<file path="config.mk">
export PLATFORM = sky130hd
export DESIGN_NAME = dct_timer01
export DESIGN_NICKNAME = d
export VERILOG_FILES = /design/src/common/dct_pkg.sv /design/src/common/dct_sync_if.sv /design/src/logic/dct_edge_sync.sv /design/src/logic/dct_timer01.sv
export SDC_FILE = /design/constraint.sdc
export NUM_CORES = 1
export LEC_CHECK = 0
export BUFFER_PORTS_ARGS = -buffer_cell sky130_fd_sc_hd__buf_4
export CAP_MARGIN = 20
export CORE_UTILIZATION = 40
export DETAILED_ROUTE_END_ITERATION = 10
export HOLD_SLACK_MARGIN = 0.05
export PLACE_DENSITY = 0.62
export SLEW_MARGIN = 30
export SYNTH_ARGS = -nofsm -noshare
export SYNTH_HDL_FRONTEND = slang
export SYNTH_SLANG_ARGS = --single-unit
</file>
<file path="constraint.sdc">
create_clock -name clock -period 4.45 [get_ports clock]
set_input_delay 1.1125 -clock clock [delete_from_list [all_inputs] [get_ports clock]]
set_output_delay 1.1125 -clock clock [all_outputs]
set_load 0.1 [all_outputs]
</file>
<file path="src/common/dct_pkg.sv">
// constants and types shared by the dual counter/timer block
// assumes an 8-bit special register port on a single 20 MHz clock
package dct_pkg;

   // -----------------------------------------------------------------
   // register offsets
   // -----------------------------------------------------------------
   localparam logic [7:0] OFS_RUN_FLAGS = 8'h88;
   localparam logic [7:0] OFS_MODE_SELECT = 8'h89;
   localparam logic [7:0] OFS_TMR0_LOW = 8'h8a;
   localparam logic [7:0] OFS_TMR1_LOW = 8'h8b;
   localparam logic [7:0] OFS_TMR0_HIGH = 8'h8c;
   localparam logic [7:0] OFS_TMR1_HIGH = 8'h8d;
   localparam logic [7:0] OFS_CLOCK_SELECT = 8'h8e;

   // -----------------------------------------------------------------
   // reset values
   // -----------------------------------------------------------------
   localparam logic [7:0] RST_BYTE = 8'h00;
   localparam logic [7:0] RD_UNMAPPED = 8'h00;

   // -----------------------------------------------------------------
   // clock select field positions
   // -----------------------------------------------------------------
   localparam int CK_TMR3_HIGH = 7;
   localparam int CK_TMR3_LOW = 6;
   localparam int CK_TMR2_HIGH = 5;
   localparam int CK_TMR2_LOW = 4;
   localparam int CK_TMR1_SYS = 3;
   localparam int CK_TMR0_SYS = 2;
   localparam int CK_RATIO_HI = 1;
   localparam int CK_RATIO_LO = 0;

   // -----------------------------------------------------------------
   // run/flag and mode field positions
   // -----------------------------------------------------------------
   localparam int RF_TMR1_FLAG = 7;
   localparam int RF_TMR1_RUN = 6;
   localparam int RF_TMR0_FLAG = 5;
   localparam int RF_TMR0_RUN = 4;
   localparam int MS_GATE1 = 7;
   localparam int MS_COUNT1 = 6;
   localparam int MS_MODE1_HI = 5;
   localparam int MS_MODE1_LO = 4;
   localparam int MS_TMR0_GATE_EN = 3;
   localparam int MS_COUNT0 = 2;
   localparam int MS_MODE0_HI = 1;
   localparam int MS_MODE0_LO = 0;

   // -----------------------------------------------------------------
   // divider counts
   // -----------------------------------------------------------------
   localparam logic [3:0] DIV12_LAST = 4'hb;
   localparam logic [1:0] DIV4_LAST = 2'h3;
   localparam logic [1:0] DIV48_GROUP_LAST = 2'h3;
   localparam logic [2:0] EXT_DIV8_LAST = 3'h7;

   // -----------------------------------------------------------------
   // encodings
   // -----------------------------------------------------------------
   typedef enum logic [1:0] {RATIO_DIV12, RATIO_DIV4, RATIO_DIV48, RATIO_EXT8} dct_ratio_t;
   typedef enum logic [1:0] {MODE_13BIT, MODE_16BIT, MODE_RELOAD8, MODE_SPLIT} dct_mode_t;

endpackage

</file>
<file path="src/common/dct_sync_if.sv">
// carrier for one synchronised pin: level and one-cycle edge pulses
// assumes source and sink share the system clock
`timescale 1ns/1ps
`default_nettype none
interface dct_sync_if;
   logic level;
   logic fall;
   logic rise;
   modport source (output level, output fall, output rise);
   modport sink (input level, input fall, input rise);
endinterface
`default_nettype wire

</file>
<file path="src/logic/dct_edge_sync.sv">
// two-flop synchroniser with edge detection for one asynchronous pin
// assumes the pin holds each level for at least two clock cycles
`timescale 1ns/1ps
`default_nettype none
module dct_edge_sync (
   // clock and reset
   input wire logic clock,
   input wire logic rst,
   // pin from outside the clock domain
   input wire logic pin,
   // synchronised result
   dct_sync_if.source sync
);
   logic meta_reg;
   logic stable_reg;
   logic prev_reg;

   // ------------------------------------------------------------
   // synchroniser
   // ------------------------------------------------------------
   // two flops, then edge
   always_ff @(posedge clock) begin
      if (rst) begin
         meta_reg <= 1'b0;
         stable_reg <= 1'b0;
         prev_reg <= 1'b0;
      end else begin
         meta_reg <= pin;
         stable_reg <= meta_reg;
         prev_reg <= stable_reg;
      end
   end

   // only the second and third flops feed the edge logic
   assign sync.level = stable_reg;
   assign sync.fall = prev_reg & ~stable_reg;
   assign sync.rise = ~prev_reg & stable_reg;
endmodule
`default_nettype wire

</file>
<file path="src/logic/dct_timer01.sv">
// timers 0 and 1 with shared clock control and timer 2/3 clock selects
// assumes a special register port from the core and raw pins from the pads
`timescale 1ns/1ps
`default_nettype none
module dct_timer01 (
   // clock and reset
   input wire logic clock,
   input wire logic rst,
   // special register port
   input wire logic [7:0] regAddr,
   input wire logic regWrEn,
   input wire logic [7:0] regWrData,
   input wire logic regRdEn,
   output logic [7:0] regRdData,
   output logic regRdValid,
   // pins
   input wire logic tmr0CountPin,
   input wire logic tmr1CountPin,
   input wire logic extIrqAInput,
   input wire logic extIrqBInput,
   input wire logic extOscClk,
   // settings held elsewhere
   input wire logic extIrqAPolarity,
   input wire logic extIrqBPolarity,
   input wire logic tmr0IrqEnable,
   input wire logic tmr1IrqEnable,
   input wire logic tmr0VectorAck,
   input wire logic tmr1VectorAck,
   input wire logic tmr2ExtClkSel,
   input wire logic tmr3ExtClkSel,
   input wire logic tmr2SplitMode,
   input wire logic tmr3SplitMode,
   // interrupt requests and overflow pulses
   output logic tmr0IrqReq,
   output logic tmr1IrqReq,
   output logic tmr0Overflow,
   output logic tmr1Overflow,
   // timer 2/3 count enables
   output logic tmr2LowTick,
   output logic tmr2HighTick,
   output logic tmr3LowTick,
   output logic tmr3HighTick
);

   // ------------------------------------------------------------
   // one count step: {overflow, high, low}
   // ------------------------------------------------------------
   function automatic logic [16:0] countStep(input logic [1:0] mode, input logic [7:0] lo,
                                             input logic [7:0] hi);
      logic [13:0] s13;
      logic [16:0] s16;
      logic [8:0] s8;
      logic [16:0] res;
      s13 = {1'b0, hi, lo[4:0]} + 14'h0001;
      s16 = {1'b0, hi, lo} + 17'h00001;
      s8 = {1'b0, lo} + 9'h001;
      case (mode)
         // five low bits carry into high
         2'h0: res = {s13[13], s13[12:5], lo[7:5], s13[4:0]};
         2'h1: res = s16;
         2'h2: res = s8[8] ? {1'b1, hi, hi} : {1'b0, hi, s8[7:0]};
         // low byte alone in split mode
         default: res = {s8[8], hi, s8[7:0]};
      endcase
      return res;
   endfunction

   // ------------------------------------------------------------
   // registers
   // ------------------------------------------------------------
   logic [7:0] clockSel_reg;
   logic [7:0] modeSel_reg;
   logic [3:0] runLow_reg;
   logic tmr0Run_reg;
   logic tmr1Run_reg;
   logic tmr0Flag_reg;
   logic tmr1Flag_reg;
   logic [7:0] tl0_reg;
   logic [7:0] th0_reg;
   logic [7:0] tl1_reg;
   logic [7:0] th1_reg;
   logic [3:0] div12_reg;
   logic [1:0] div48_reg;
   logic [2:0] extDiv_reg;

   // ------------------------------------------------------------
   // pin synchronisers
   // ------------------------------------------------------------
   dct_sync_if pin0Sync ();
   dct_sync_if pin1Sync ();
   dct_sync_if irqASync ();
   dct_sync_if irqBSync ();
   dct_sync_if oscSync ();

   dct_edge_sync uPin0 (.clock(clock), .rst(rst), .pin(tmr0CountPin), .sync(pin0Sync.source));
   dct_edge_sync uPin1 (.clock(clock), .rst(rst), .pin(tmr1CountPin), .sync(pin1Sync.source));
   dct_edge_sync uIrqA (.clock(clock), .rst(rst), .pin(extIrqAInput), .sync(irqASync.source));
   dct_edge_sync uIrqB (.clock(clock), .rst(rst), .pin(extIrqBInput), .sync(irqBSync.source));
   dct_edge_sync uOsc (.clock(clock), .rst(rst), .pin(extOscClk), .sync(oscSync.source));

   // ------------------------------------------------------------
   // prescaler
   // ------------------------------------------------------------
   logic div12Tick;
   logic div4Tick;
   logic div48Tick;
   logic ext8Tick;
   logic prescTick;

   always_ff @(posedge clock) begin
      if (rst) begin
         div12_reg <= 4'h0;
         div48_reg <= 2'h0;
      end else if (div12Tick) begin
         div12_reg <= 4'h0;
         div48_reg <= div48_reg + 2'h1;
      end else begin
         div12_reg <= div12_reg + 4'h1;
      end
   end

   always_ff @(posedge clock) begin
      if (rst) begin
         extDiv_reg <= 3'h0;
      end else if (oscSync.rise) begin
         extDiv_reg <= extDiv_reg + 3'h1;
      end
   end

   assign div12Tick = (div12_reg == dct_pkg::DIV12_LAST);
   assign div4Tick = (div12_reg[1:0] == dct_pkg::DIV4_LAST);
   assign div48Tick = div12Tick && (div48_reg == dct_pkg::DIV48_GROUP_LAST);
   assign ext8Tick = oscSync.rise && (extDiv_reg == dct_pkg::EXT_DIV8_LAST);

   always_comb begin
      unique case (dct_pkg::dct_ratio_t'(clockSel_reg[dct_pkg::CK_RATIO_HI:dct_pkg::CK_RATIO_LO]))
         dct_pkg::RATIO_DIV12: prescTick = div12Tick;
         dct_pkg::RATIO_DIV4: prescTick = div4Tick;
         dct_pkg::RATIO_DIV48: prescTick = div48Tick;
         dct_pkg::RATIO_EXT8: prescTick = ext8Tick;
      endcase
   end

   // ------------------------------------------------------------
   // timer 2/3 clock selects
   // ------------------------------------------------------------
   logic tmr2Own;
   logic tmr3Own;
   assign tmr2Own = tmr2ExtClkSel ? ext8Tick : div12Tick;
   assign tmr3Own = tmr3ExtClkSel ? ext8Tick : div12Tick;
   // low byte system or own source
   assign tmr2LowTick = clockSel_reg[dct_pkg::CK_TMR2_LOW] | tmr2Own;
   assign tmr3LowTick = clockSel_reg[dct_pkg::CK_TMR3_LOW] | tmr3Own;
   assign tmr2HighTick = tmr2SplitMode & (clockSel_reg[dct_pkg::CK_TMR2_HIGH] | tmr2Own);
   assign tmr3HighTick = tmr3SplitMode & (clockSel_reg[dct_pkg::CK_TMR3_HIGH] | tmr3Own);

   // ------------------------------------------------------------
   // count enables
   // ------------------------------------------------------------
   logic [1:0] mode0;
   logic [1:0] mode1;
   logic split0;
   logic internal0;
   logic internal1;
   logic tick0;
   logic tick1;
   logic gateOk0;
   logic gateOk1;
   logic en0;
   logic en1;
   logic enHigh0;
   logic [16:0] step0;
   logic [16:0] step1;
   logic [8:0] stepHigh0;

   assign mode0 = modeSel_reg[dct_pkg::MS_MODE0_HI:dct_pkg::MS_MODE0_LO];
   assign mode1 = modeSel_reg[dct_pkg::MS_MODE1_HI:dct_pkg::MS_MODE1_LO];
   assign split0 = (dct_pkg::dct_mode_t'(mode0) == dct_pkg::MODE_SPLIT);

   assign internal0 = clockSel_reg[dct_pkg::CK_TMR0_SYS] | prescTick;
   assign internal1 = clockSel_reg[dct_pkg::CK_TMR1_SYS] | prescTick;

   assign tick0 = modeSel_reg[dct_pkg::MS_COUNT0] ? pin0Sync.fall : internal0;
   // no pin counting for timer 1 in split
   assign tick1 = (modeSel_reg[dct_pkg::MS_COUNT1] && !split0) ? pin1Sync.fall : internal1;

   assign gateOk0 = !modeSel_reg[dct_pkg::MS_TMR0_GATE_EN] || (irqASync.level == extIrqAPolarity);
   // timer 1 gates on input b
   assign gateOk1 = !modeSel_reg[dct_pkg::MS_GATE1] || (irqBSync.level == extIrqBPolarity);

   assign en0 = tmr0Run_reg && gateOk0 && tick0;
   // mode 3 stops timer 1; split hands run to mode
   assign en1 = (dct_pkg::dct_mode_t'(mode1) != dct_pkg::MODE_SPLIT) && tick1 &&
                (split0 || (tmr1Run_reg && gateOk1));
   // high byte on timer 1 run bit
   assign enHigh0 = split0 && tmr1Run_reg && internal0;

   assign step0 = countStep(mode0, tl0_reg, th0_reg);
   assign step1 = countStep(mode1, tl1_reg, th1_reg);
   assign stepHigh0 = {1'b0, th0_reg} + 9'h001;

   logic ovf0;
   logic ovf1;
   logic ovfHigh0;
   assign ovf0 = en0 && step0[16];
   assign ovf1 = en1 && step1[16];
   assign ovfHigh0 = enHigh0 && stepHigh0[8];

   // ------------------------------------------------------------
   // register writes
   // ------------------------------------------------------------
   logic wrClock;
   logic wrMode;
   logic wrRun;
   logic wrTl0;
   logic wrTh0;
   logic wrTl1;
   logic wrTh1;
   assign wrClock = regWrEn && (regAddr == dct_pkg::OFS_CLOCK_SELECT);
   assign wrMode = regWrEn && (regAddr == dct_pkg::OFS_MODE_SELECT);
   assign wrRun = regWrEn && (regAddr == dct_pkg::OFS_RUN_FLAGS);
   assign wrTl0 = regWrEn && (regAddr == dct_pkg::OFS_TMR0_LOW);
   assign wrTh0 = regWrEn && (regAddr == dct_pkg::OFS_TMR0_HIGH);
   assign wrTl1 = regWrEn && (regAddr == dct_pkg::OFS_TMR1_LOW);
   assign wrTh1 = regWrEn && (regAddr == dct_pkg::OFS_TMR1_HIGH);

   always_ff @(posedge clock) begin
      if (rst) begin
         clockSel_reg <= dct_pkg::RST_BYTE;
         modeSel_reg <= dct_pkg::RST_BYTE;
      end else begin
         if (wrClock) begin
            clockSel_reg <= regWrData;
         end
         if (wrMode) begin
            modeSel_reg <= regWrData;
         end
      end
   end

   always_ff @(posedge clock) begin
      if (rst) begin
         tmr0Run_reg <= 1'b0;
         tmr1Run_reg <= 1'b0;
         runLow_reg <= 4'h0;
      end else if (wrRun) begin
         tmr0Run_reg <= regWrData[dct_pkg::RF_TMR0_RUN];
         tmr1Run_reg <= regWrData[dct_pkg::RF_TMR1_RUN];
         runLow_reg <= regWrData[3:0];
      end
   end

   always_ff @(posedge clock) begin
      if (rst) begin
         tmr0Flag_reg <= 1'b0;
      end else if (ovf0) begin
         tmr0Flag_reg <= 1'b1;
      end else if (tmr0VectorAck) begin
         tmr0Flag_reg <= 1'b0;
      end else if (wrRun) begin
         tmr0Flag_reg <= regWrData[dct_pkg::RF_TMR0_FLAG];
      end
   end

   always_ff @(posedge clock) begin
      if (rst) begin
         tmr1Flag_reg <= 1'b0;
      end else if (split0 ? ovfHigh0 : ovf1) begin
         // split high byte owns this flag
         tmr1Flag_reg <= 1'b1;
      end else if (tmr1VectorAck) begin
         tmr1Flag_reg <= 1'b0;
      end else if (wrRun) begin
         tmr1Flag_reg <= regWrData[dct_pkg::RF_TMR1_FLAG];
      end
   end

   // ------------------------------------------------------------
   // count registers; a software write beats a count
   // ------------------------------------------------------------
   always_ff @(posedge clock) begin
      if (rst) begin
         tl0_reg <= dct_pkg::RST_BYTE;
         th0_reg <= dct_pkg::RST_BYTE;
      end else begin
         if (wrTl0) begin
            tl0_reg <= regWrData;
         end else if (en0) begin
            tl0_reg <= step0[7:0];
         end
         if (wrTh0) begin
            th0_reg <= regWrData;
         end else if (enHigh0) begin
            th0_reg <= stepHigh0[7:0];
         end else if (en0 && !split0) begin
            th0_reg <= step0[15:8];
         end
      end
   end

   // timer 1 uses its own bytes
   always_ff @(posedge clock) begin
      if (rst) begin
         tl1_reg <= dct_pkg::RST_BYTE;
         th1_reg <= dct_pkg::RST_BYTE;
      end else begin
         if (wrTl1) begin
            tl1_reg <= regWrData;
         end else if (en1) begin
            tl1_reg <= step1[7:0];
         end
         if (wrTh1) begin
            th1_reg <= regWrData;
         end else if (en1) begin
            th1_reg <= step1[15:8];
         end
      end
   end

   // ------------------------------------------------------------
   // outputs
   // ------------------------------------------------------------
   // timer 1 overflow stays visible for baud use even in split
   always_ff @(posedge clock) begin
      if (rst) begin
         tmr0Overflow <= 1'b0;
         tmr1Overflow <= 1'b0;
      end else begin
         tmr0Overflow <= ovf0;
         tmr1Overflow <= ovf1;
      end
   end

   assign tmr0IrqReq = tmr0Flag_reg & tmr0IrqEnable;
   assign tmr1IrqReq = tmr1Flag_reg & tmr1IrqEnable;

   // read answers one cycle after the strobe
   always_ff @(posedge clock) begin
      if (rst) begin
         regRdData <= dct_pkg::RD_UNMAPPED;
         regRdValid <= 1'b0;
      end else begin
         regRdValid <= regRdEn;
         if (regRdEn) begin
            case (regAddr)
               dct_pkg::OFS_CLOCK_SELECT: regRdData <= clockSel_reg;
               dct_pkg::OFS_MODE_SELECT: regRdData <= modeSel_reg;
               dct_pkg::OFS_RUN_FLAGS: regRdData <= {tmr1Flag_reg, tmr1Run_reg,
                                                     tmr0Flag_reg, tmr0Run_reg, runLow_reg};
               dct_pkg::OFS_TMR0_LOW: regRdData <= tl0_reg;
               dct_pkg::OFS_TMR0_HIGH: regRdData <= th0_reg;
               dct_pkg::OFS_TMR1_LOW: regRdData <= tl1_reg;
               dct_pkg::OFS_TMR1_HIGH: regRdData <= th1_reg;
               default: regRdData <= dct_pkg::RD_UNMAPPED;
            endcase
         end
      end
   end

endmodule
`default_nettype wire

</file>
==> load_flow_metrics.sql, run 1 <==
INSERT INTO impl_metrics (metric_group, metric, value, unit) VALUES
('outcome', 'status', 'finished, final reports clean', ''),
('yosys', 'yosys.area_share.simple', '25.7', '%'),
('sta', 'rsz0062_at_grt', 'false', ''),
('drt', 'drt_wl_total', '17000', 'um'),
('drt', 'antenna_left', '0', ''),
('worst_setup_path', 'timing.setup.critical_path_class', 'in2out', ''),
('clock_network', 'ctsRootBufferMaster', 'clkbuf_16', ''),
('grt', 'antenna_found_initial', '0', ''),
('yosys', 'postSynth.topFlopCell', 'dfxtp_1', ''),
('yosys', 'synthesis.area', '5290', 'um2'),
('drt', 'avgViaCountPerCell', '6.18', ''),
('floorplanning', 'pin_count', '52', ''),
('pwr', 'power_density_over_cell_area', '289', 'nW/um2'),
('hold_path', 'hp-start', 'uOsc.meta_reg$_SDFF_PP0_', ''),
('clock_network', 'hold_buffers', '0', ''),
('floorplanning', 'placement_rows', '41', ''),
('finish', 'area.sequential', '1780', 'um2'),
('grt', 'grt_pass1_vias', '4782', ''),
('floorplanning', 'start_util', '41.4', '%'),
('clock_network', 'cts_buffers', '9', ''),
('grt', 'gr-usage-all-layers', '26.2', '%'),
('yosys', 'synth-compound-area-share', '21.8', '%'),
('placement', 'placedCellCount', '830', ''),
('yosys', 'post_synth_net_total', '683', ''),
('clock_network', 'worstSkewPairLatency', '0.36', 'ns'),
('finish', 'syn_to_final_growth', '14.9', '%'),
('yosys', 'ys_types', '74', ''),
('hold_path', 'worst_hold_path.num_cells', '1', ''),
('worst_setup_path', 'cp_data_arrival_time', '1.92', 'ns'),
('worst_setup_path', 'launching_element_type_of_the_critical_path', 'input pin', ''),
('grt', 'grt_max_degree', '71', ''),
('drt', 'drt-wirelength-per-cell', '20.0', 'um'),
('pwr', 'total_leakage_power', '2.17', 'nW'),
('worst_setup_path', 'cp_data_required_time', '3.34', 'ns'),
('yosys', 'largest_family_of_logic_cells_by_synthesized_area', 'simple AND/OR/NAND/NOR gates', ''),
('sta', 'final-setup-viol-count', '0', ''),
('finish', 'multi_input_area', '3310', 'um2'),
('floorplanning', 'fp.dieArea', '13700', 'um2'),
('drt', 'number_of_vias_after_detailed_routing', '5232', ''),
('finish', 'final_cells', '846', ''),
('worst_setup_path', 'cp-end-kind', 'primary output', ''),
('worst_setup_path', 'critical_path_peak_fanout', '2', ''),
('placement', 'detailed_place_hpwl', '12300', 'um'),
('sta', 'post-route-min-period', '3.03', 'ns'),
('finish', 'design.final.nets', '711', ''),
('sta', 'fin_tns_setup', '0', 'ns'),
('clock_network', 'cts_tree', 'built', ''),
('yosys', 'synth_mux_area_share', '10.1', '%'),
('worst_setup_path', 'setup.reg_to_reg.worst_slack', '1.75', 'ns'),
('yosys', 'yosys_register_bits', '89', ''),
('floorplanning', 'die_width', '117', 'um'),
('worst_setup_path', 'r2r-end', 'th0_reg[2]$_SDFFE_PP0P_', ''),
('sta', 'timing.slew.headroom', '37.3', '%'),
('clock_network', 'cts_resized', '0', ''),
('floorplanning', 'floorplan.die.height', '117', 'um'),
('yosys', 'synth_enable_flop_cells', '0', ''),
('hold_path', 'hold_path_class', 'reg2reg', ''),
('sta', 'final_hold_viol_count', '0', ''),
('sta', 'min_period_over_period', '68.2', '%'),
('sta', 'finalClockSkew', '0.00737', 'ns'),
('yosys', 'syn_avg_cell_area', '8.25', 'um2'),
('finish', 'num_antenna_cells', '0', ''),
('finish', 'n_fill_cell', '1246', ''),
('drt', 'first_iter_violations', '399', ''),
('yosys', 'syn-instance-count', '641', ''),
('yosys', 'seq_area_frac_synth', '33.7', '%'),
('floorplanning', 'design.core.area', '12800', 'um2'),
('sta', 'max_slew.worst_pin.slew', '0.940', 'ns'),
('clock_network', 'post-cts-setup-buffers', '0', ''),
('worst_setup_path', 'regToRegStartpoint', 'tl0_reg[0]$_SDFFE_PP0P_', ''),
('yosys', 'synth_warnings', '0', '');
-- critical path: stages --
cell and delay, ns:
buf_4 0.11, nand3_1 0.07, o21ai_0 0.10, or2_2 0.29
buf_4 0.23
-- synth_stat cells, drive strengths merged, types with 6 or more instances --
cell | n | share of area, %
nor3 | 13 | 1.4
a21oi | 42 | 4.0
o211ai | 6 | 0.85
nor2 | 62 | 4.4
nand4 | 8 | 0.95
nand2b | 6 | 0.71
inv | 13 | 0.92
or2 | 6 | 0.71
nand3 | 23 | 2.2
mux2 | 15 | 3.2
and3 | 15 | 1.9
o22ai | 8 | 0.95
nand2 | 56 | 4.0
mux2i | 34 | 6.4
and4 | 8 | 1.3
buf | 7 | 0.69
dfxtp | 89 | 34
a31oi | 10 | 1.2
xnor2 | 15 | 2.5
o21ai | 24 | 2.3
a211oi | 9 | 1.3
nor2b | 20 | 2.4
nor4 | 11 | 1.5
or3 | 6 | 0.71
and2 | 10 | 1.2
ha | 7 | 1.7
clkbuf | 29 | 2.1
-- worst max-delay path by stage --
stage / start / end / cells past startpoint
floorplan: tmr2ExtClkSel / tmr2HighTick / 2
global placement: regAddr[6] / clockSel_reg[7]$_SDFFE_PP0P_ / 6
detailed placement: regAddr[6] / clockSel_reg[2]$_SDFFE_PP0P_ / 6
CTS: tmr3ExtClkSel / tmr3LowTick / 5
global route: regAddr[6] / clockSel_reg[3]$_SDFFE_PP0P_ / 6
finish: tmr3ExtClkSel / tmr3LowTick / 5
-- per-layer routing --
| metal | vias up | GRT usage, % | routed length (um) |
|---|---|---|---|
| li1 | 2456 | - | - |
| met1 | 2473 | 36.1 | 7660 |
| met2 | 272 | 39.4 | 7440 |
| met3 | 31 | 5.87 | 1430 |
| met4 | 0 | 11.1 | 421 |
| met5 | - | 0 | 0 |
-- stage by stage --
stage	area [um2]	worst slack [ns]	util [%]	hold slack, ns	total power [mW]
floorplan	5290	1.31	-	0.414	0.879
global placement	5760	1.17	45.1	0.416	0.929
detailed placement	5760	1.14	45.1	0.422	0.931
CTS	6080	1.39	47.6	0.438	1.77
global route	6080	1.29	47.6	0.449	1.81
finish	6080	1.42	47.6	0.435	1.76
-- final cells by class --
| class | instances | area share (%) |
|---|---|---|
| timing repair buffer | 53 | 6.55 |
| clock buffer | 11 | 3.83 |
| clock inverter | 5 | 1.42 |
| inverter | 15 | 0.927 |
| sequential | 89 | 29.3 |
| tap | 172 | 3.54 |
| multi-input combinational | 501 | 54.4 |
-- cell usage in the layout, fill, tap and decap left out, drive strengths merged, types with 3 or more instances in the layout --
master,instances
ha,7
nor2b,20
or2,6
o21ai,24
xor2,5
o211ai,6
o311a,3
o221ai,5
a211oi,9
o31ai,5
a21oi,42
inv,16
a31oi,10
o41ai,3
and3,15
mux2,15
nand3,23
a31o,3
a22oi,5
a221oi,5
and4,8
or4,3
a222oi,4
o22ai,8
clkbuf,11
dfxtp,89
nor3,13
or3,6
nand2,56
a21o,3
nand4,8
mux2i,34
and2,10
nor4,11
nor2,62
o21a,3
nand2b,6
xnor2,15
buf,53
a32oi,5
-- where the power goes --
part,internal [mW],switching (mW),total [mW],leakage (nW)
logic,0.0386,0.0652,0.104,1.30
registers,0.805,0.00515,0.810,0.720
clock network,0.499,0.345,0.844,0.155
total,1.34,0.416,1.76,2.17
-- cell families after synthesis --
kind of cell / count (synthesis)
flops: 89
xor+xnor: 20
simple gates: 259
buf+inv: 51
mux: 50
compound gates: 165
fa+ha+maj: 7
Power figures use the tool's default switching activity.
==> run 2, diff against run 1 <==
==> constraint.sdc (replaced) <==
create_clock -name clock -period 2.8 [get_ports clock]
set_input_delay 0.7 -clock clock [delete_from_list [all_inputs] [get_ports clock]]
set_output_delay 0.7 -clock clock [all_outputs]
set_load 0.1 [all_outputs]
==> run 2 against run 1 <==
Final cell count increased by 2.6%. First-iteration DRC count increased by 29%. Clock power increased by 50%. Sequential power increased by 59%. Clock-buffer cell count decreased by 1. Die area unchanged. Critical path depth increased by 2. Non-clock buffer count increased by 22. Largest cell class unchanged.
==> load_flow_metrics.sql, run 2 (same netlist as run 1, synthesis figures left out) <==
INSERT INTO impl_metrics (metric_group, metric, value, unit) VALUES
('placement', 'placedCellCount', '852', ''),
('floorplanning', 'die_width', '117', 'um'),
('floorplanning', 'design.core.area', '12800', 'um2'),
('drt', 'routed_metal_1_wire_length', '7960', 'um'),
('clock_network', 'hold_buffers', '0', ''),
('finish', 'fraction_of_layout_instances_using_a_drive_strength_above_1', '17.7', '%'),
('outcome', 'status', 'finished, final reports clean', ''),
('drt', 'antenna_left', '0', ''),
('clock_network', 'ctsRootBufferMaster', 'clkbuf_16', ''),
('sta', 'final_critical_path_setup_slack', '0.254', 'ns'),
('sta', 'holdWs', '0.437', 'ns'),
('placement', 'detailed_place_hpwl', '12800', 'um'),
('drt', 'wl_met3', '1570', 'um'),
('sta', 'min_period_over_period', '90.9', '%'),
('floorplanning', 'pin_count', '52', ''),
('grt', 'wire_length_of_the_first_global_routing_pass', '27500', 'um'),
('floorplanning', 'placement_rows', '41', ''),
('clock_network', 'worstSkewPairLatency', '0.36', 'ns'),
('sta', 'finalClockSkew', '0.00892', 'ns'),
('finish', 'syn_to_final_growth', '17.9', '%'),
('finish', 'multi_input_area', '3310', 'um2'),
('placement', 'place_worst_setup_slack', '0.266', 'ns'),
('clock_network', 'cts_tree', 'built', ''),
('grt', 'antenna_found_initial', '0', ''),
('grt', 'grt_pass1_vias', '4920', ''),
('finish', 'design.final.nets', '733', ''),
('floorplanning', 'start_util', '41.4', '%'),
('worst_setup_path', 'critical_path_peak_fanout', '8', ''),
('worst_setup_path', 'cp-end-kind', 'register', ''),
('clock_network', 'clk_path_buf_depth', '2', ''),
('job', 'cap_violations', '0', ''),
('sta', 'timing.slew.headroom', '49.8', '%'),
('drt', 'route.detailed.drc', '0', ''),
('drt', 'avgViaCountPerCell', '6.04', ''),
('sta', 'final_hold_viol_count', '0', ''),
('sta', 'max_slew.worst_pin.slew', '0.750', 'ns'),
('grt', 'grt-ovfl-total', '0', ''),
('grt', 'grt_max_degree', '54', ''),
('pwr', 'ir_drop', '0.485', 'mV'),
('finish', 'layout.core_utilization', '48.8', '%'),
('sta', 'final-max-slew-violation-count', '0', ''),
('placement', 'routabilityCongestion', '0.959', ''),
('sta', 'fin_tns_setup', '0', 'ns'),
('sta', 'rsz0062_at_grt', 'false', ''),
('worst_setup_path', 'launching_element_type_of_the_critical_path', 'register', ''),
('clock_network', 'cts.clk_slew.worst_paths', '0.07', 'ns'),
('finish', 'n_fill_cell', '1219', ''),
('drt', 'first_pass_iters', '5', ''),
('drt', 'first_iter_violations', '513', ''),
('sta', 'final-setup-viol-count', '0', ''),
('sta', 'post-route-min-period', '2.55', 'ns'),
('finish', 'area.sequential', '1780', 'um2'),
('drt', 'drt_wl_total', '17600', 'um'),
('hold_path', 'hold_path_class', 'reg2reg', ''),
('floorplanning', 'fp.dieArea', '13700', 'um2'),
('worst_setup_path', 'cp_data_arrival_time', '2.80', 'ns'),
('grt', 'gr-usage-all-layers', '27.3', '%'),
('floorplanning', 'floorplan.die.height', '117', 'um'),
('worst_setup_path', 'timing.setup.critical_path_class', 'reg2reg', ''),
('clock_network', 'h-tree-depth', '3', ''),
('pwr', 'power_density_over_cell_area', '438', 'nW/um2'),
('worst_setup_path', 'cp_data_required_time', '3.05', 'ns'),
('drt', 'drt-wirelength-per-cell', '20.2', 'um'),
('sta', 'clock.fmax', '393', 'MHz'),
('finish', 'layout_common_cells', 'dfxtp_1 (89), buf_4 (75), nor2_1 (62)', ''),
('placement', 'buffer_ports.inserted', '51', ''),
('pwr', 'total_leakage_power', '2.27', 'nW'),
('finish', 'num_antenna_cells', '0', ''),
('clock_network', 'cts_buffers', '9', ''),
('clock_network', 'post-cts-setup-buffers', '0', ''),
('drt', 'route.top_layer_used', 'met4', ''),
('clock_network', 'cts.sink_count', '89', ''),
('finish', 'layout_commonest_cell', 'dfxtp_1', ''),
('drt', 'routed-wl-met2', '7590', 'um'),
('finish', 'final_cells', '868', ''),
('drt', 'number_of_vias_after_detailed_routing', '5247', '');
[run 2: worst paths after layout]
path | to | slack [ns] | cells after the start | startpoint
hold reg to reg | uPin1.sync.level$_SDFF_PP0_ | 0.44 | 1 | uPin1.meta_reg$_SDFF_PP0_
setup reg to reg | th1_reg[6]$_SDFFE_PP0P_ | 0.25 | 7 | div12_reg[0]$_SDFF_PP0_
setup / recovery | th1_reg[6]$_SDFFE_PP0P_ | 0.25 | 7 | div12_reg[0]$_SDFF_PP0_
hold / removal | uPin1.sync.level$_SDFF_PP0_ | 0.44 | 1 | uPin1.meta_reg$_SDFF_PP0_
[run 2: report_power, final]
group / internal [mW] / total (mW) / switching, mW
sequential: 1.28 / 1.29 / 0.00815
combinational: 0.0641 / 0.170 / 0.106
clock: 0.707 / 1.27 / 0.565
[run 2: repair_timing]
item | CTS | global route
resized for setup | 0 | 1
setup endpoints to repair | 0 | 1
hold endpoints to repair | 0 | 0
[run 2: stage by stage]
| step | power [mW] | cell area (um2) |
|---|---|---|
| after floorplan | 1.40 | 5290 |
| after global placement | 1.48 | 5920 |
| after detailed placement | 1.48 | 5920 |
| after CTS | 2.75 | 6230 |
| after global routing | 2.81 | 6230 |
| final | 2.73 | 6230 |
[run 2: metal layers]
layer	GRT usage, %	vias to the layer above
li1	-	2487
met1	37.3	2485
met2	41.1	247
met3	7.31	28
met4	10.2	0
met5	0	-
[run 2: final cells by class]
| class | count | area share [%] |
|---|---|---|
| clock buffer | 10 | 3.67 |
| clock inverter | 6 | 1.20 |
| inverter | 15 | 0.903 |
| multi-input combinational | 501 | 53.2 |
| sequential | 89 | 28.6 |
| tap | 172 | 3.45 |
| timing repair buffer | 75 | 9.03 |
[run 2: critical path, cell delays in order (launching register included)]
cell       delay (ns)
dfxtp_1          0.33
ha_1             0.26
and3b_1          0.26
and3_4           0.21
a2111oi_4        0.68
nor4_4           0.16
and3_1           0.23
o311a_1          0.32
==> run 3, diff against run 2 <==
--- a/config.mk
+++ b/config.mk
@@ -14,4 +14,5 @@
 export SLEW_MARGIN = 30
 export SYNTH_ARGS = -nofsm -noshare
 export SYNTH_HDL_FRONTEND = slang
+export SYNTH_HIERARCHICAL = 1
 export SYNTH_SLANG_ARGS = --single-unit
==> run 3 against run 2 <==
Clock skew shrank 0.0028 ns. Synthesized cell count shrank 3.0%. Register-to-register slack is essentially flat. Sequential power is essentially flat. Critical path depth shrank 2. Die area shrank 1.5%. Final area shrank 2.7%. Fmax shrank 0.31%. Largest power group unchanged.
==> load_flow_metrics.sql, run 3 <==
INSERT INTO impl_metrics (metric_group, metric, value, unit) VALUES
('outcome', 'status', 'finished, final reports clean', ''),
('floorplanning', 'design.core.area', '12700', 'um2'),
('drt', 'first_iter_violations', '333', ''),
('finish', 'layout_commonest_cell', 'dfxtp_1', ''),
('sta', 'timing.slew.headroom', '53.8', '%'),
('worst_setup_path', 'critical_path_peak_fanout', '6', ''),
('worst_setup_path', 'launching_element_type_of_the_critical_path', 'register', ''),
('placement', 'buffer_ports.inserted', '51', ''),
('sta', 'min_period_over_period', '91.2', '%'),
('grt', 'antenna_found_initial', '0', ''),
('finish', 'final_area', '6070', 'um2'),
('yosys', 'post_synth_net_total', '664', ''),
('placement', 'detailed_place_hpwl', '11400', 'um'),
('grt', 'grt-ovfl-total', '0', ''),
('drt', 'first_pass_iters', '5', ''),
('pwr', 'ir_drop', '0.275', 'mV'),
('finish', 'layout_common_cells', 'dfxtp_1 (89), nor2_1 (75), buf_4 (68)', ''),
('floorplanning', 'die_width', '116', 'um'),
('yosys', 'synthesis.area', '5210', 'um2'),
('drt', 'drt_wl_total', '15500', 'um'),
('worst_setup_path', 'critical_path.max_stage_delay', '0.35', 'ns'),
('worst_setup_path', 'crit_slowest_cell', 'dfxtp_1', ''),
('drt', 'route.detailed.drc', '0', ''),
('sta', 'max_slew.worst_pin.slew', '0.690', 'ns'),
('finish', 'syn_to_final_growth', '16.5', '%'),
('floorplanning', 'floorplan.die.height', '116', 'um'),
('floorplanning', 'fp.dieArea', '13500', 'um2'),
('sta', 'clock.fmax', '392', 'MHz'),
('grt', 'grt_pass1_vias', '4625', ''),
('floorplanning', 'pin_count', '52', ''),
('clock_network', 'cts_tree', 'built', ''),
('finish', 'fraction_of_layout_instances_using_a_drive_strength_above_1', '17.9', '%'),
('grt', 'gr-usage-all-layers', '24.5', '%'),
('clock_network', 'clk_path_buf_depth', '2', ''),
('placement', 'placed_cell_area', '5770', 'um2'),
('clock_network', 'hold_buffers', '0', ''),
('sta', 'post-route-min-period', '2.55', 'ns'),
('sta', 'final_hold_viol_count', '0', ''),
('sta', 'finalClockSkew', '0.00609', 'ns'),
('sta', 'final-max-slew-violation-count', '0', ''),
('clock_network', 'cts_resized', '0', ''),
('pwr', 'power_density_over_cell_area', '440', 'nW/um2'),
('yosys', 'syn_avg_cell_area', '8.37', 'um2'),
('drt', 'avgViaCountPerCell', '5.75', ''),
('drt', 'antenna_left', '0', ''),
('yosys', 'syn-instance-count', '622', ''),
('finish', 'num_antenna_cells', '0', ''),
('grt', 'wire_length_of_the_first_global_routing_pass', '24600', 'um'),
('clock_network', 'h-tree-depth', '3', ''),
('yosys', 'synth_warnings', '6', ''),
('worst_setup_path', 'timing.setup.critical_path_class', 'reg2out', ''),
('finish', 'n_fill_cell', '1241', ''),
('worst_setup_path', 'cp-end-kind', 'primary output', ''),
('pwr', 'total_leakage_power', '2.21', 'nW'),
('sta', 'fin_tns_setup', '0', 'ns'),
('grt', 'grt_max_degree', '47', ''),
('worst_setup_path', 'critical_path.cell_chain', 'ha_1 > nand3b_4 > o21ai_0 > o21a_1 > buf_4', ''),
('placement', 'routabilityCongestion', '0.905', ''),
('clock_network', 'post-cts-setup-buffers', '0', ''),
('hold_path', 'hold_path_class', 'reg2reg', ''),
('sta', 'rsz0062_at_grt', 'false', ''),
('sta', 'final-setup-viol-count', '0', ''),
('floorplanning', 'start_util', '41.1', '%'),
('clock_network', 'cts.sink_count', '89', ''),
('clock_network', 'cts_buffers', '9', ''),
('clock_network', 'ctsRootBufferMaster', 'clkbuf_16', ''),
('clock_network', 'cts.clk_slew.worst_paths', '0.06', 'ns'),
('finish', 'design.final.nets', '702', ''),
('job', 'cap_violations', '0', ''),
('worst_setup_path', 'cp_data_required_time', '2.10', 'ns'),
('floorplanning', 'placement_rows', '41', ''),
('worst_setup_path', 'cp_data_arrival_time', '1.85', 'ns'),
('drt', 'drt-wirelength-per-cell', '18.6', 'um'),
('drt', 'number_of_vias_after_detailed_routing', '4811', ''),
('clock_network', 'worstSkewPairLatency', '0.35', 'ns');
## run 3: report_power, final
group	total (mW)	internal, mW	switching (mW)
sequential	1.29	1.28	0.00826
clock	1.21	0.695	0.519
combinational	0.169	0.0652	0.104
## run 3: path summary, 6_finish.rpt
check / to / cells after the start / from / slack (ns)
setup reg to reg: th0_reg[5]$_SDFFE_PP0P_ / 8 / extDiv_reg[0]$_SDFFE_PP0P_ / 0.26
hold / removal: uPin1/sync.level$_SDFF_PP0_ / 1 / uPin1/meta_reg$_SDFF_PP0_ / 0.44
setup / recovery: tmr3HighTick / 5 / div12_reg[0]$_SDFF_PP0_ / 0.25
hold reg to reg: uPin1/sync.level$_SDFF_PP0_ / 1 / uPin1/meta_reg$_SDFF_PP0_ / 0.44
## run 3: layout make-up
| class | instances | area, um2 | area share [%] |
|---|---|---|---|
| tap | 172 | 215 | 3.55 |
| multi-input combinational | 476 | 3200 | 52.8 |
| timing repair buffer | 68 | 510 | 8.41 |
| clock buffer | 10 | 229 | 3.77 |
| clock inverter | 6 | 67.6 | 1.11 |
| sequential | 89 | 1780 | 29.4 |
| inverter | 16 | 60.1 | 0.990 |
## run 3: worst max-delay path: cells and delay by family, from the launching register on
family	cells	cell delay (ns)
AO/OA/AOI/OAI	2	0.36
flip-flops	1	0.35
adder cells (fa/ha/maj)	1	0.34
buffers and inverters	1	0.28
AND/OR/NAND/NOR	1	0.17
## run 3: per-layer routing
layer / vias to the layer above / wire length, um / global-route usage [%]
met3: 41 / 1060 / 4.62
met1: 2257 / 6790 / 31.6
li1: 2321 / - / -
met5: - / 0 / 0
met2: 192 / 6970 / 38.5
met4: 0 / 714 / 13.8
## run 3: per-stage QoR
step | total power, mW | hold WS (ns) | worst slack [ns] | utilization [%] | instances
global placement | 1.48 | 0.416 | 0.233 | 45.5 | 821
CTS | 2.71 | 0.441 | 0.211 | 47.9 | 837
finish | 2.67 | 0.436 | 0.246 | 47.9 | 837
detailed placement | 1.49 | 0.425 | 0.226 | 45.5 | 821
global route | 2.77 | 0.457 | 0.0816 | 47.9 | 837
floorplan | 1.40 | 0.414 | 0.419 | - | 622
